===== src/hdl/spp_pkg.sv =====
/*
 * Constants, codes and types of the supply pulse programming logic.
 * Assumes a 125 MHz core clock and a classified supply level input.
 */
package spp_pkg;
    // ------------------------------------------------------------
    // Timing
    // ------------------------------------------------------------
    localparam int CLK_MHZ           = 125;
    localparam int BURN_TIME_US      = 40;
    localparam int BURN_CYC_DFLT     = BURN_TIME_US * CLK_MHZ;
    localparam int HCNT_W            = 13;

    // ------------------------------------------------------------
    // Supply level symbols
    // ------------------------------------------------------------
    typedef enum logic [1:0] {
        SPP_LVL_LOW = 2'h0,
        SPP_LVL_MID = 2'h1,
        SPP_LVL_TOP = 2'h2
    } spp_lvl_t;

    // ------------------------------------------------------------
    // Keys and field indices
    // ------------------------------------------------------------
    localparam logic [3:0] KEY_MODE_BLOW = 4'h1;
    localparam logic [3:0] KEY_MODE_TRY  = 4'h2;
    localparam logic [3:0] KEY_SENS      = 4'h1;
    localparam logic [3:0] KEY_DUTY      = 4'h2;
    localparam logic [3:0] KEY_CARR      = 4'h3;
    localparam logic [3:0] KEY_LOCK      = 4'h6;
    localparam int         NFIELD        = 4;
    localparam int         FMAX_W        = 8;
    localparam logic [1:0] IDX_SENS      = 2'h0;
    localparam logic [1:0] IDX_DUTY      = 2'h1;
    localparam logic [1:0] IDX_CARR      = 2'h2;
    localparam logic [1:0] IDX_LOCK      = 2'h3;

    // ------------------------------------------------------------
    // Programming states
    // ------------------------------------------------------------
    typedef enum logic [4:0] {
        SPP_ST_WAIT = 5'h01,
        SPP_ST_MODE = 5'h02,
        SPP_ST_REG  = 5'h04,
        SPP_ST_ADDR = 5'h08,
        SPP_ST_HOLD = 5'h10
    } spp_state_t;

    // ------------------------------------------------------------
    // APB register map
    // ------------------------------------------------------------
    localparam logic [7:0]  OFS_CTRL    = 8'h00;
    localparam logic [7:0]  OFS_STATUS  = 8'h04;
    localparam logic [7:0]  OFS_CODE0   = 8'h08;
    localparam int          CTRL_PROG   = 0;
    localparam int          CTRL_BURN   = 1;
    localparam logic [1:0]  CTRL_RST    = 2'h3;
endpackage : spp_pkg


===== src/hdl/spp_pulse_if.sv =====
/*
 * Pulse events passed from the level pulse detector to the core.
 * Assumes both ends sit in the core clock domain.
 */
`timescale 1ns/1ps
interface spp_pulse_if;
    logic mid_fall;
    logic top_end;
    logic top_long;

    modport det (output mid_fall, output top_end, output top_long);
    modport ctl (input mid_fall, input top_end, input top_long);
endinterface : spp_pulse_if


===== src/hdl/spp_code_field.sv =====
/*
 * One volatile bit-field code with saturating increment.
 * Assumes fuse_bits come from a nonvolatile fuse macro outside.
 */
`timescale 1ns/1ps
module spp_code_field #(
    parameter int W = 8
) (
    input  wire logic         clk,
    input  wire logic         rst_b,
    input  wire logic         clk_en,
    input  wire logic         inc,
    input  wire logic [W-1:0] fuse_bits,
    output logic      [W-1:0] code_ff,
    output logic      [W-1:0] value_ff
);
    initial begin
        if (W < 1 || W > spp_pkg::FMAX_W)
            $error("field width out of range");
    end

    // Power cycle clears the volatile code only
    always_ff @(posedge clk or negedge rst_b) begin
        if (!rst_b) begin
            code_ff <= '0;
        end else if (clk_en && inc && code_ff != {W{1'b1}}) begin
            code_ff <= code_ff + 1'b1;
        end
    end

    // Blown bits show from the first enabled clock after reset, whatever the code
    always_ff @(posedge clk or negedge rst_b) begin
        if (!rst_b) begin
            value_ff <= '0;
        end else if (clk_en) begin
            value_ff <= code_ff | fuse_bits;
        end
    end
endmodule : spp_code_field


===== src/hdl/spp_prog_core.sv =====
/*
 * Supply pulse programming logic: key decoding, addressing, fuse burn
 * requests and an APB register view.
 * Assumes rst_b follows the supply (power-on reset), level_sym comes
 * from a comparator front end, and fuses live in an outside macro that
 * blows burn_mask bits of burn_field on burn_req and reports them back.
 */
// Operation
// - Mid pulses between framing top pulses are counted as the key.
// - Keys are binary numbers; key one is register bit zero.
// - Codes are binary numbers; code one is field bit zero.
// - Mode key one selects burn and lock, key two trial.
// - Keys 1,2,3,6 select sensitivity, duty, carrier, lock.
// - Top pulse after register selection enters addressing state.
// - Each mid pulse falling edge increments the selected code.
// - Code saturates at field maximum, never wraps.
// - Code drives the internal DAC value output.
// - Code is volatile until fuses are blown.
// - Power cycle clears every unblown location.
// - Blown fuse bits stay set forever.
// - Top pulse of 40 us or more burns the addressed fuse.
// - Trial settings vanish on power cycle.
// - In trial mode top pulses cycle mode, register, addressing.
// - Duty field is eight bits, codes up to 255.
// - After lock fuse, all programming is ignored.
`timescale 1ns/1ps
module spp_prog_core #(
    parameter int BURN_CYC = spp_pkg::BURN_CYC_DFLT,
    parameter int SENS_W   = 8,
    parameter int DUTY_W   = 8,
    parameter int CARR_W   = 4
) (
    input  wire logic        clk,
    input  wire logic        rst_b,
    input  wire logic        clk_en,
    input  wire logic [1:0]  level_sym,
    input  wire logic        psel,
    input  wire logic        penable,
    input  wire logic        pwrite,
    input  wire logic [7:0]  paddr,
    input  wire logic [31:0] pwdata,
    output logic      [31:0] prdata,
    output logic             pready,
    output logic             pslverr,
    input  wire logic [7:0]  fuse_sens,
    input  wire logic [7:0]  fuse_duty,
    input  wire logic [7:0]  fuse_carr,
    input  wire logic        fuse_lock,
    output logic      [7:0]  sens_dac,
    output logic      [7:0]  duty_dac,
    output logic      [7:0]  carr_dac,
    output logic             locked,
    output logic             burn_req,
    output logic      [1:0]  burn_field,
    output logic      [7:0]  burn_mask
);
    // ------------------------------------------------------------
    // Elaboration checks
    // ------------------------------------------------------------
    initial begin
        if (DUTY_W != 8)
            $error("duty field must be eight bits");
        if (SENS_W < 1 || SENS_W > 8 || CARR_W < 1 || CARR_W > 8)
            $error("field width out of range");
    end

    localparam int FW [spp_pkg::NFIELD] = '{SENS_W, DUTY_W, CARR_W, 1};

    // ------------------------------------------------------------
    // Pulse events
    // ------------------------------------------------------------
    spp_pulse_if pev ();

    spp_pulse_det #(
        .BURN_CYC (BURN_CYC)
    ) u_det (
        .clk       (clk),
        .rst_b     (rst_b),
        .clk_en    (clk_en),
        .level_sym (level_sym),
        .ev        (pev)
    );

    // ------------------------------------------------------------
    // Control state
    // ------------------------------------------------------------
    spp_pkg::spp_state_t st_ff;
    logic [3:0]          key_ff;
    logic                try_ff;
    logic [1:0]          sel_ff;
    logic [1:0]          ctrl_ff;
    logic                burn_req_ff;
    logic [1:0]          burn_field_ff;
    logic [7:0]          burn_mask_ff;
    logic [1:0]          nxt_sel;
    logic                key_ok;
    logic                act;
    logic [7:0]          fuse_pad [spp_pkg::NFIELD];
    logic [7:0]          code_pad [spp_pkg::NFIELD];
    logic [7:0]          val_pad  [spp_pkg::NFIELD];

    assign locked = fuse_lock;
    // Lock fuse or software disable freezes the whole sequencer
    assign act = ctrl_ff[spp_pkg::CTRL_PROG] && !fuse_lock;

    assign fuse_pad[0] = fuse_sens;
    assign fuse_pad[1] = fuse_duty;
    assign fuse_pad[2] = fuse_carr;
    assign fuse_pad[3] = {7'h00, fuse_lock};

    // Register key to field index
    always_comb begin
        key_ok  = 1'b1;
        nxt_sel = spp_pkg::IDX_SENS;
        unique case (key_ff)
            spp_pkg::KEY_SENS: nxt_sel = spp_pkg::IDX_SENS;
            spp_pkg::KEY_DUTY: nxt_sel = spp_pkg::IDX_DUTY;
            spp_pkg::KEY_CARR: nxt_sel = spp_pkg::IDX_CARR;
            spp_pkg::KEY_LOCK: nxt_sel = spp_pkg::IDX_LOCK;
            default:           key_ok  = 1'b0;
        endcase
    end

    // ------------------------------------------------------------
    // Sequencer
    // ------------------------------------------------------------
    always_ff @(posedge clk or negedge rst_b) begin
        if (!rst_b) begin
            st_ff  <= spp_pkg::SPP_ST_WAIT;
            key_ff <= 4'h0;
            try_ff <= 1'b0;
            sel_ff <= spp_pkg::IDX_SENS;
        end else if (clk_en && act) begin
            unique case (st_ff)
                spp_pkg::SPP_ST_WAIT: begin
                    if (pev.top_end) begin
                        st_ff  <= spp_pkg::SPP_ST_MODE;
                        key_ff <= 4'h0;
                    end
                end
                spp_pkg::SPP_ST_MODE: begin
                    if (pev.top_end) begin
                        key_ff <= 4'h0;
                        // Unknown mode key drops back to wait
                        if (key_ff == spp_pkg::KEY_MODE_BLOW) begin
                            try_ff <= 1'b0;
                            st_ff  <= spp_pkg::SPP_ST_REG;
                        end else if (key_ff == spp_pkg::KEY_MODE_TRY) begin
                            try_ff <= 1'b1;
                            st_ff  <= spp_pkg::SPP_ST_REG;
                        end else begin
                            st_ff  <= spp_pkg::SPP_ST_WAIT;
                        end
                    end else if (pev.mid_fall && key_ff != 4'hF) begin
                        key_ff <= key_ff + 1'b1;
                    end
                end
                spp_pkg::SPP_ST_REG: begin
                    if (pev.top_end) begin
                        key_ff <= 4'h0;
                        sel_ff <= nxt_sel;
                        st_ff  <= key_ok ? spp_pkg::SPP_ST_ADDR
                                         : spp_pkg::SPP_ST_WAIT;
                    end else if (pev.mid_fall && key_ff != 4'hF) begin
                        key_ff <= key_ff + 1'b1;
                    end
                end
                spp_pkg::SPP_ST_ADDR: begin
                    // A burn ends the session until the next power cycle
                    if (pev.top_end && pev.top_long && !try_ff) begin
                        st_ff <= spp_pkg::SPP_ST_HOLD;
                    end else if (pev.top_end) begin
                        st_ff <= spp_pkg::SPP_ST_MODE;
                    end
                end
                spp_pkg::SPP_ST_HOLD: begin
                    st_ff <= spp_pkg::SPP_ST_HOLD;
                end
                default: begin
                    st_ff <= spp_pkg::SPP_ST_WAIT;
                end
            endcase
        end
    end

    // ------------------------------------------------------------
    // Code fields
    // ------------------------------------------------------------
    generate
        for (genvar i = 0; i < spp_pkg::NFIELD; i++) begin : g_fld
            logic [FW[i]-1:0] code_w;
            logic [FW[i]-1:0] val_w;
            logic             inc_w;

            assign inc_w = act && pev.mid_fall && st_ff == spp_pkg::SPP_ST_ADDR
                           && sel_ff == 2'(i);

            spp_code_field #(
                .W (FW[i])
            ) u_fld (
                .clk       (clk),
                .rst_b     (rst_b),
                .clk_en    (clk_en),
                .inc       (inc_w),
                .fuse_bits (fuse_pad[i][FW[i]-1:0]),
                .code_ff   (code_w),
                .value_ff  (val_w)
            );

            assign code_pad[i] = 8'(code_w);
            assign val_pad[i]  = 8'(val_w);
        end
    endgenerate

    assign sens_dac = val_pad[0];
    assign duty_dac = val_pad[1];
    assign carr_dac = val_pad[2];

    // ------------------------------------------------------------
    // Fuse burn request
    // ------------------------------------------------------------
    always_ff @(posedge clk or negedge rst_b) begin
        if (!rst_b) begin
            burn_req_ff   <= 1'b0;
            burn_field_ff <= spp_pkg::IDX_SENS;
            burn_mask_ff  <= 8'h00;
        end else if (clk_en) begin
            burn_req_ff <= act && ctrl_ff[spp_pkg::CTRL_BURN] && !try_ff
                           && st_ff == spp_pkg::SPP_ST_ADDR
                           && pev.top_end && pev.top_long;
            if (st_ff == spp_pkg::SPP_ST_ADDR) begin
                burn_field_ff <= sel_ff;
                burn_mask_ff  <= code_pad[sel_ff];
            end
        end
    end

    assign burn_req   = burn_req_ff;
    assign burn_field = burn_field_ff;
    assign burn_mask  = burn_mask_ff;

    // ------------------------------------------------------------
    // APB slave
    // ------------------------------------------------------------
    logic        wr_acc;
    logic        rd_hit;
    logic [31:0] rd_mux;
    logic [7:0]  fld_off;

    // Below the first field the subtraction wraps high and misses the window
    assign fld_off = paddr - spp_pkg::OFS_CODE0;

    // Zero wait states; every access completes in its first access cycle
    assign pready = 1'b1;
    assign wr_acc = psel && penable && pwrite;

    always_ff @(posedge clk or negedge rst_b) begin
        if (!rst_b) begin
            ctrl_ff <= spp_pkg::CTRL_RST;
        end else if (clk_en && wr_acc && paddr == spp_pkg::OFS_CTRL) begin
            ctrl_ff <= pwdata[1:0];
        end
    end

    always_comb begin
        rd_hit = 1'b1;
        rd_mux = 32'h0000_0000;
        if (paddr == spp_pkg::OFS_CTRL) begin
            rd_mux = {30'h0000_0000, ctrl_ff};
        end else if (paddr == spp_pkg::OFS_STATUS) begin
            rd_mux = {15'h0000, fuse_lock, 2'h0, sel_ff, key_ff,
                      2'h0, try_ff, st_ff};
        end else if (fld_off[7:4] == 4'h0 && fld_off[1:0] == 2'h0) begin
            rd_mux = {8'h00, code_pad[fld_off[3:2]], 8'h00, val_pad[fld_off[3:2]]};
        end else begin
            rd_hit = 1'b0;
        end
    end

    // Read data held in a flop, loaded in the setup cycle
    always_ff @(posedge clk or negedge rst_b) begin
        if (!rst_b) begin
            prdata <= 32'h0000_0000;
        end else if (clk_en && psel && !penable) begin
            prdata <= pwrite ? 32'h0000_0000 : rd_mux;
        end
    end

    assign pslverr = psel && penable && !rd_hit;
endmodule : spp_prog_core


===== src/hdl/spp_pulse_det.sv =====
/*
 * Turns the classified supply level into one-cycle pulse events.
 * Assumes level_sym is synchronous to clk.
 */
`timescale 1ns/1ps
module spp_pulse_det #(
    parameter int BURN_CYC = spp_pkg::BURN_CYC_DFLT
) (
    input  wire logic       clk,
    input  wire logic       rst_b,
    input  wire logic       clk_en,
    input  wire logic [1:0] level_sym,
    spp_pulse_if.det        ev
);
    initial begin
        if (BURN_CYC < 1 || BURN_CYC >= (1 << spp_pkg::HCNT_W))
            $error("BURN_CYC out of range");
    end

    localparam logic [spp_pkg::HCNT_W-1:0] BURN_N = spp_pkg::HCNT_W'(BURN_CYC);

    logic [1:0]                 prev_ff;
    logic [spp_pkg::HCNT_W-1:0] hcnt_ff;

    always_ff @(posedge clk or negedge rst_b) begin
        if (!rst_b) begin
            prev_ff <= spp_pkg::SPP_LVL_LOW;
        end else if (clk_en) begin
            prev_ff <= level_sym;
        end
    end

    // Saturating length of the current top level pulse
    always_ff @(posedge clk or negedge rst_b) begin
        if (!rst_b) begin
            hcnt_ff <= '0;
        end else if (clk_en) begin
            if (level_sym != spp_pkg::SPP_LVL_TOP)
                hcnt_ff <= '0;
            else if (hcnt_ff != BURN_N)
                hcnt_ff <= hcnt_ff + 1'b1;
        end
    end

    always_ff @(posedge clk or negedge rst_b) begin
        if (!rst_b) begin
            ev.mid_fall <= 1'b0;
            ev.top_end  <= 1'b0;
            ev.top_long <= 1'b0;
        end else if (clk_en) begin
            ev.mid_fall <= prev_ff == spp_pkg::SPP_LVL_MID
                           && level_sym == spp_pkg::SPP_LVL_LOW;
            ev.top_end  <= prev_ff == spp_pkg::SPP_LVL_TOP
                           && level_sym != spp_pkg::SPP_LVL_TOP;
            ev.top_long <= prev_ff == spp_pkg::SPP_LVL_TOP
                           && level_sym != spp_pkg::SPP_LVL_TOP
                           && hcnt_ff == BURN_N;
        end
    end
endmodule : spp_pulse_det


===== config.mk =====
export PLATFORM = sky130hd
export DESIGN_NAME = spp_prog_core
export DESIGN_NICKNAME = d
export VERILOG_FILES = /design/src/hdl/spp_pkg.sv /design/src/hdl/spp_pulse_if.sv /design/src/hdl/spp_code_field.sv /design/src/hdl/spp_prog_core.sv /design/src/hdl/spp_pulse_det.sv
export SDC_FILE = /design/constraint.sdc
export NUM_CORES = 1
export LEC_CHECK = 0
export BUFFER_PORTS_ARGS = -buffer_cell sky130_fd_sc_hd__buf_2
export CORE_MARGIN = 10
export CORE_UTILIZATION = 58
export DETAILED_ROUTE_END_ITERATION = 7
export GPL_TIMING_DRIVEN = 0
export PLACE_DENSITY = 0.86
export SETUP_SLACK_MARGIN = 0.1
export SLEW_MARGIN = 20
export SYNTH_ARGS = -nofsm -noshare
export SYNTH_HDL_FRONTEND = slang
export SYNTH_HIERARCHICAL = 1
export SYNTH_SLANG_ARGS = --single-unit

===== constraint.sdc =====
create_clock -name clk -period 3.75 [get_ports clk]
set_input_delay 0.75 -clock clk [delete_from_list [all_inputs] [get_ports clk]]
set_output_delay 0.75 -clock clk [all_outputs]
set_load 0.005 [all_outputs]

==> results.txt, run 1 <==
Num ports - 143
CTS tree - done
Max-slew violations - 0
CP endpoint kind - output pin
Clock skew - 0.00977 ns
Die area - 14,500 um^2
TNS Setup - 0 ns
Vias per cell - 6.12
Routability cong. - 0.926
Vias in the first global route - 5,014
H-tree depth - 3
Startpoint Class - primary input
Most frequent cells in the layout - dfrtp_1 (104), buf_2 (97), nor2_1 (75)
Largest net degree at the start of global routing - 66
Final Routed Wirelength - 16.1 mm
Post-Syn Instances - 577
Ratio of cells with drive above 1 in the final layout - 27.4%
CTS max path bufs - 2
Distinct cells, synth - 77
Most common cell after layout, fill and taps aside - dfrtp_1
Top FF cell, synth - dfrtp_1
Number of I/O port buffers - 91
Pre-antenna DRT Iters - 5
Post-DRT Antenna Nets - 0
Final worst path period share - 87.5%
Clock sink total - 107
Area delta synth->final - 15.8%
Inserted Diodes - 0
Post-layout min period - 3.28 ns
Final Hold Viols - 0
Initial Util - 59.6%
Finish-stage setup viols - 0
Row cnt - 36
Gr usage total - 21.8%
Reg2Reg Launch Point - sel_ff[0]
Crit path required time - 3.00 ns
Total Power - 0.00222 W
EDFF count, synth - 0
First DRT Iteration DRCs - 478
Critical path startpoint - paddr[3]
First-pass GRT wire length - 25.9 mm
Crit path max fanout - 8
Core area - 9820 um^2
PD cells - 328 nW/um^2
FF+latch count, synth - 107
Synth warn - 6
Die H - 120 um
PostCTS Resize Cnt - 0
Vias - 5,085
WS Path Type - in2out
Mean routed wirelength per cell - 19.4 um
Peak supply drop - 0.217 mV
Number of hold buffers added after cts - 0
Asr flop ratio synth - 100%
HP Class - in2async
Later-pin clock latency in the skew report - 0.37 ns
CTS Buf Count - 9
Sequential cell area fraction in the yosys report - 45.8%
Initial antenna violation count - 0
Detail Placement HPWL - 12.0 mm
Post-CTS setup buffer count - 0
Post-route DRC - 0
Clock transition at the registers of the reported paths - 0.10 ns
Fin nets - 775
Pleak - 3.28 nW
CP Data Arrival Time - 2.53 ns
Unrepaired setup endpoints after global routing - false
Slew of the pin with the lowest slew margin - 0.987 ns
Status - complete, no violations
Synthesized area - 5850 um^2
Mean Syn Cell Area - 10.1 um^2
Max-Cap Viols - 0
F_max - 305 MHz
Relative slew slack - 33.6%
Chip Width - 120 um
Root Buffer Master - clkbuf_8
Grt ovf - 0
## metrics by stage
stage / util (%) / instances / worst slack (ns) / hold WS, ns / area (um^2)
floorplan: - / 590 / 0.807 / 0.454 / 5900
global placement: 66.4 / 814 / 0.541 / 0.453 / 6520
detailed placement: 66.7 / 815 / 0.499 / 0.479 / 6550
CTS: 69.0 / 831 / 0.490 / 0.294 / 6770
global route: 69.0 / 831 / 0.398 / 0.309 / 6770
finish: 69.0 / 831 / 0.468 / 0.289 / 6770
## Yosys cell counts (all sizes together), types with 8 or more instances
| library cell | instances | area (um^2) |
|---|---|---|
| inv | 13 | 48.8 |
| o21ai | 34 | 170 |
| xnor2 | 10 | 87.6 |
| nor3 | 9 | 45.0 |
| nand2 | 34 | 138 |
| nor2 | 75 | 282 |
| nand4 | 14 | 100 |
| nand3 | 13 | 85.1 |
| a21oi | 38 | 190 |
| mux2i | 23 | 230 |
| nor2b | 8 | 50.1 |
| mux2 | 27 | 308 |
| dfrtp | 104 | 2600 |
| ha | 9 | 113 |
| a22oi | 8 | 60.1 |
| buf | 32 | 238 |
| clkbuf | 9 | 35.0 |
| and3 | 8 | 57.6 |
## sequential cells by signal (all words and copies together) (netlist names), 2 cells and up
name / cells
g_fld.u_fld/code_ff: 21
sel_ff: 2
prdata: 22
key_ff: 4
burn_mask: 8
g_fld.u_fld/value_ff: 21
ctrl_ff: 2
u_det/hcnt_ff: 13
burn_field: 2
u_det/prev_ff: 2
st_ff: 5
## layout make-up
class,count,area (um^2)
buffer,43,290
fill,754,3050
multi-input combinational,427,2880
tap,133,166
clock buffer,11,131
inverter,13,48.8
clock inverter,5,86.3
sequential,107,2680
timing repair buffer,92,489
## power by group
part / switching, W / internal, W / total (W)
Clock: 0.000405 / 0.000382 / 0.000787
Sequential: 0.0000275 / 0.00118 / 0.00121
Combinational: 0.000131 / 0.0000919 / 0.000223
Total: 0.000564 / 0.00165 / 0.00222
## final timing paths
path,slack (ns),cells past startpoint,to
worst min-delay path,0.29,1,st_ff[4]
max in group asynchronous,2.81,2,ctrl_ff[0]
worst min register to register,0.49,2,prdata[23]
worst max register to register,0.77,7,g_fld[0].u_fld/code_ff[6]
worst max-delay path,0.47,7,pslverr
min in group clk,0.49,2,prdata[23]
## per-layer routing
metal	vias to the layer above	wire length [um]	global-route usage (%)
met1	2485	6500	27.1
met5	-	0	0
li1	2310	-	-
met3	28	1380	5.07
met4	0	367	8.75
met2	262	7850	35.8
## logic make-up after synthesis
| group | share of synthesized area (%) |
|---|---|
| mux | 10.4 |
| fa+ha+maj | 1.93 |
| flops | 45.8 |
| xor+xnor | 2.10 |
| compound gates | 13.9 |
| buf+inv | 5.80 |
| simple gates | 19.9 |
| other cells | 0.128 |
## worst max-delay path, stage by stage
cell and delay (ns):
buf_6 0.11, inv_1 0.13, ha_1 0.32, or4b_2 0.63, nor4_4 0.35, nor3_1 0.09, buf_2 0.14
(Power assumes the default switching activity.)
==> run 2: changes to the inputs <==
- CORE_UTILIZATION: 58 -> 49
- PLACE_DENSITY: 0.86 -> 0.77
- RECOVER_POWER: default -> 50
- clock period: 3.75 -> 2.9 ns (I/O delays scaled with it)
==> results.txt, run 2 (synthesis results as in run 1) <==
Post-Route Utilization - 59.4% (-9.5 points)
Initial Util - 50.6% (-9.0 points)
HP Class - in2reg
Worst r2r path cells - 7 (unchanged)
Violated checks - max-capacitance violations, max-slew violations
Slew of the pin with the lowest slew margin - 1.61 ns (+0.620 ns)
CTS max path bufs - 2 (unchanged)
Multi-input gate area - 2890 um^2 (+0.30%)
Crit-path max cell delay - 0.62 ns (about the same)
Unrepaired setup endpoints after global routing - true
Max-Cap Viols - 1 (+1)
Startpoint Class - primary input
Gr usage total - 18.9% (-2.8 points)
Later-pin clock latency in the skew report - 0.35 ns (-0.02 ns)
Vias in the first global route - 5,012 (-0.040%)
Vias - 4,980 (-2.1%)
Net load switching power - 0.000755 W (+34%)
Gate power share - 9.1% (-1.0 points)
Post-Layout Cell Count - 843 (+1.4%)
Metal1 wirelength - 6.78 mm (+4.3%)
Slowest stage cell, crit path - or4b_2
Most frequent cells in the layout - dfrtp_1 (104), buf_2 (93), nor2_1 (75)
Pre-CTS setup slack - -0.0228 ns (-0.522 ns)
CP Data Arrival Time - 2.23 ns (-0.30 ns)
Reg2Reg Launch Point - sel_ff[0]
Detail Placement HPWL - 11.9 mm (-1.2%)
Hold Crit Depth - 2
Clock sink total - 107 (unchanged)
DR top layer - met4
Post-layout min period - 2.81 ns
CP endpoint kind - output pin
Status - complete, but fails checks
Reg2reg end - g_fld[0].u_fld/code_ff[6]
Num ports - 143 (unchanged)
Die area - 16,700 um^2 (+15%)
WL met2 - 7.81 mm (-0.43%)
PD cells - 453 nW/um^2 (+38%)
Sw Share - 24.2% (-1.2 points)
Min setup slack post-route - 0.0875 ns (-0.381 ns)
Grt ovf - 0 (unchanged)
Ratio of cells with drive above 1 in the final layout - 27.0% (-0.36 points)
Final Hold Viols - 0 (unchanged)
Crit path required time - 2.32 ns (-0.68 ns)
Initial antenna violation count - 0 (unchanged)
Wire length on met3 - 1.29 mm (-6.2%)
Clock skew - 0.00815 ns (-0.00162 ns)
CP Cell Sequence - buf_6, clkinvlp_4, ha_1, or4b_2, nor4_4, nor3_1, buf_2
Number of I/O port buffers - 91 (unchanged)
WS Path Type - in2out
Most common cell after layout, fill and taps aside - dfrtp_1
Inserted Diodes - 0 (unchanged)
Flop pwr share - 50.3% (-4.2 points)
CTS Buf Count - 9 (unchanged)
Core area - 11,600 um^2 (+18%)
Row cnt - 39 (+8.3%)
F_max - 356 MHz
Max-slew violations - 28 (+28)
Die H - 129 um (+7.3%)
H-tree depth - 3 (unchanged)
Worst Hold Launch - pwdata[0]
Post-DRT Antenna Nets - 0 (unchanged)
CTS tree - done
Mean routed wirelength per cell - 19.3 um (-0.42%)
Critical path startpoint - paddr[3]
Finish-stage setup viols - 0 (unchanged)
Pre-antenna DRT Iters - 5 (unchanged)
Fin nets - 777 (+0.26%)
Clock Power Share - 40.6% (+5.1 points)
Routability cong. - 0.955 (+3.2%)
TNS Setup - 0 ns (unchanged)
Max reg flops - 22 (unchanged)
Register area - 2680 um^2 (unchanged)
Largest net degree at the start of global routing - 81 (+23%)
Post-route DRC - 0 (unchanged)
Root Buffer Master - clkbuf_16
Area delta synth->final - 17.5%
Hold Crit Endpoint - ctrl_ff[0]
Int Pwr - 0.00236 W (+43%)
R2R setup slack - 0.33 ns (-0.44 ns)
Dpl cells - 825 (+1.2%)
Peak supply drop - 0.250 mV (+16%)
Relative slew slack - -7.18% (-41 points)
Chip Width - 129 um (+7.3%)
Vias per cell - 5.91 (-3.5%)
Most flop-heavy register - prdata
Pleak - 3.30 nW (+0.56%)
# fillers - 960 (+27%)
Crit path max fanout - 8 (unchanged)
Clock transition at the registers of the reported paths - 0.06 ns (-0.04 ns)
First DRT Iteration DRCs - 480 (+0.42%)
Final worst path period share - 97.0%
Final Routed Wirelength - 16.3 mm (+1.0%)
Largest registers - prdata: 22 flops, g_fld.u_fld/code_ff: 21 flops, g_fld.u_fld/value_ff: 21 flops
First-pass GRT wire length - 25.6 mm (-0.94%)
run 2: cell types whose count changed in the layout (fill, tap and decap cells not counted), moves of 4 or more:
cell | previous run | this run
clkbuf_1 | 10 | 17
clkbuf_8 | 9 | 2
buf_2 | 97 | 93
clkbuf_16 | 0 | 9
run 2: area by class of cell:
| type | instances | share of cell area (%) |
|---|---|---|
| clock inverters | 4 | 0.710 |
| well taps | 143 | 2.60 |
| repair buffers | 94 | 7.19 |
| flip-flops and latches | 107 | 39.0 |
| clock buffers | 12 | 3.73 |
| multi-input cells | 427 | 42.0 |
| inverters | 13 | 0.765 |
| plain buffers | 43 | 3.99 |
run 2: metrics by stage:
stage / hold slack, ns / power, W / cell area (um^2)
2_1_floorplan: 0.284 / 0.00173 / 5900
3_3_place_gp: 0.464 / 0.00186 / 6530
3_5_place_dp: 0.469 / 0.00188 / 6570
4_1_cts: 0.0960 / 0.00313 / 6890
5_1_grt: 0.481 / 0.00321 / 6870
6_report: 0.469 / 0.00311 / 6870
run 2: power groups by stage:
stage	sequential, W	clock (W)	combinational (W)
floorplan	0.00158	0	0.000146
global placement	0.00159	0	0.000269
detailed placement	0.00159	0	0.000283
CTS	0.00156	0.00128	0.000286
global route	0.00157	0.00132	0.000315
finish	0.00157	0.00127	0.000283
run 2: layer usage:
metal | GRT usage (%) | vias to the layer above
met3 | 3.83 | 30
met4 | 8.29 | 0
met5 | 0 | -
met2 | 30.8 | 216
li1 | - | 2294
met1 | 24.0 | 2440
run 2: critical path, delay by kind of cell:
| family | cells | cell delay, ns |
|---|---|---|
| buffers and inverters | 3 | 0.35 |
| adder cells (fa/ha/maj) | 1 | 0.28 |
| AND/OR/NAND/NOR | 3 | 1.01 |
run 2: worst max-delay path by stage:
stage / to / slack (ns) / depth (start not counted)
after floorplan: pslverr / 0.30 / 6
after CTS: pslverr / 0.04 / 7
after detailed placement: pslverr / -0.02 / 7
final: pslverr / 0.09 / 7
after global routing: pslverr / -0.002 / 7
after global placement: pslverr / 0.0004 / 7
run 2: repair_timing:
item / in CTS / in global routing
setup buffers: 1 / 1
pin swaps: 1 / 0
hold buffers: 0 / 0
resized for setup: 2 / 3
setup endpoints to repair: 5 / 3
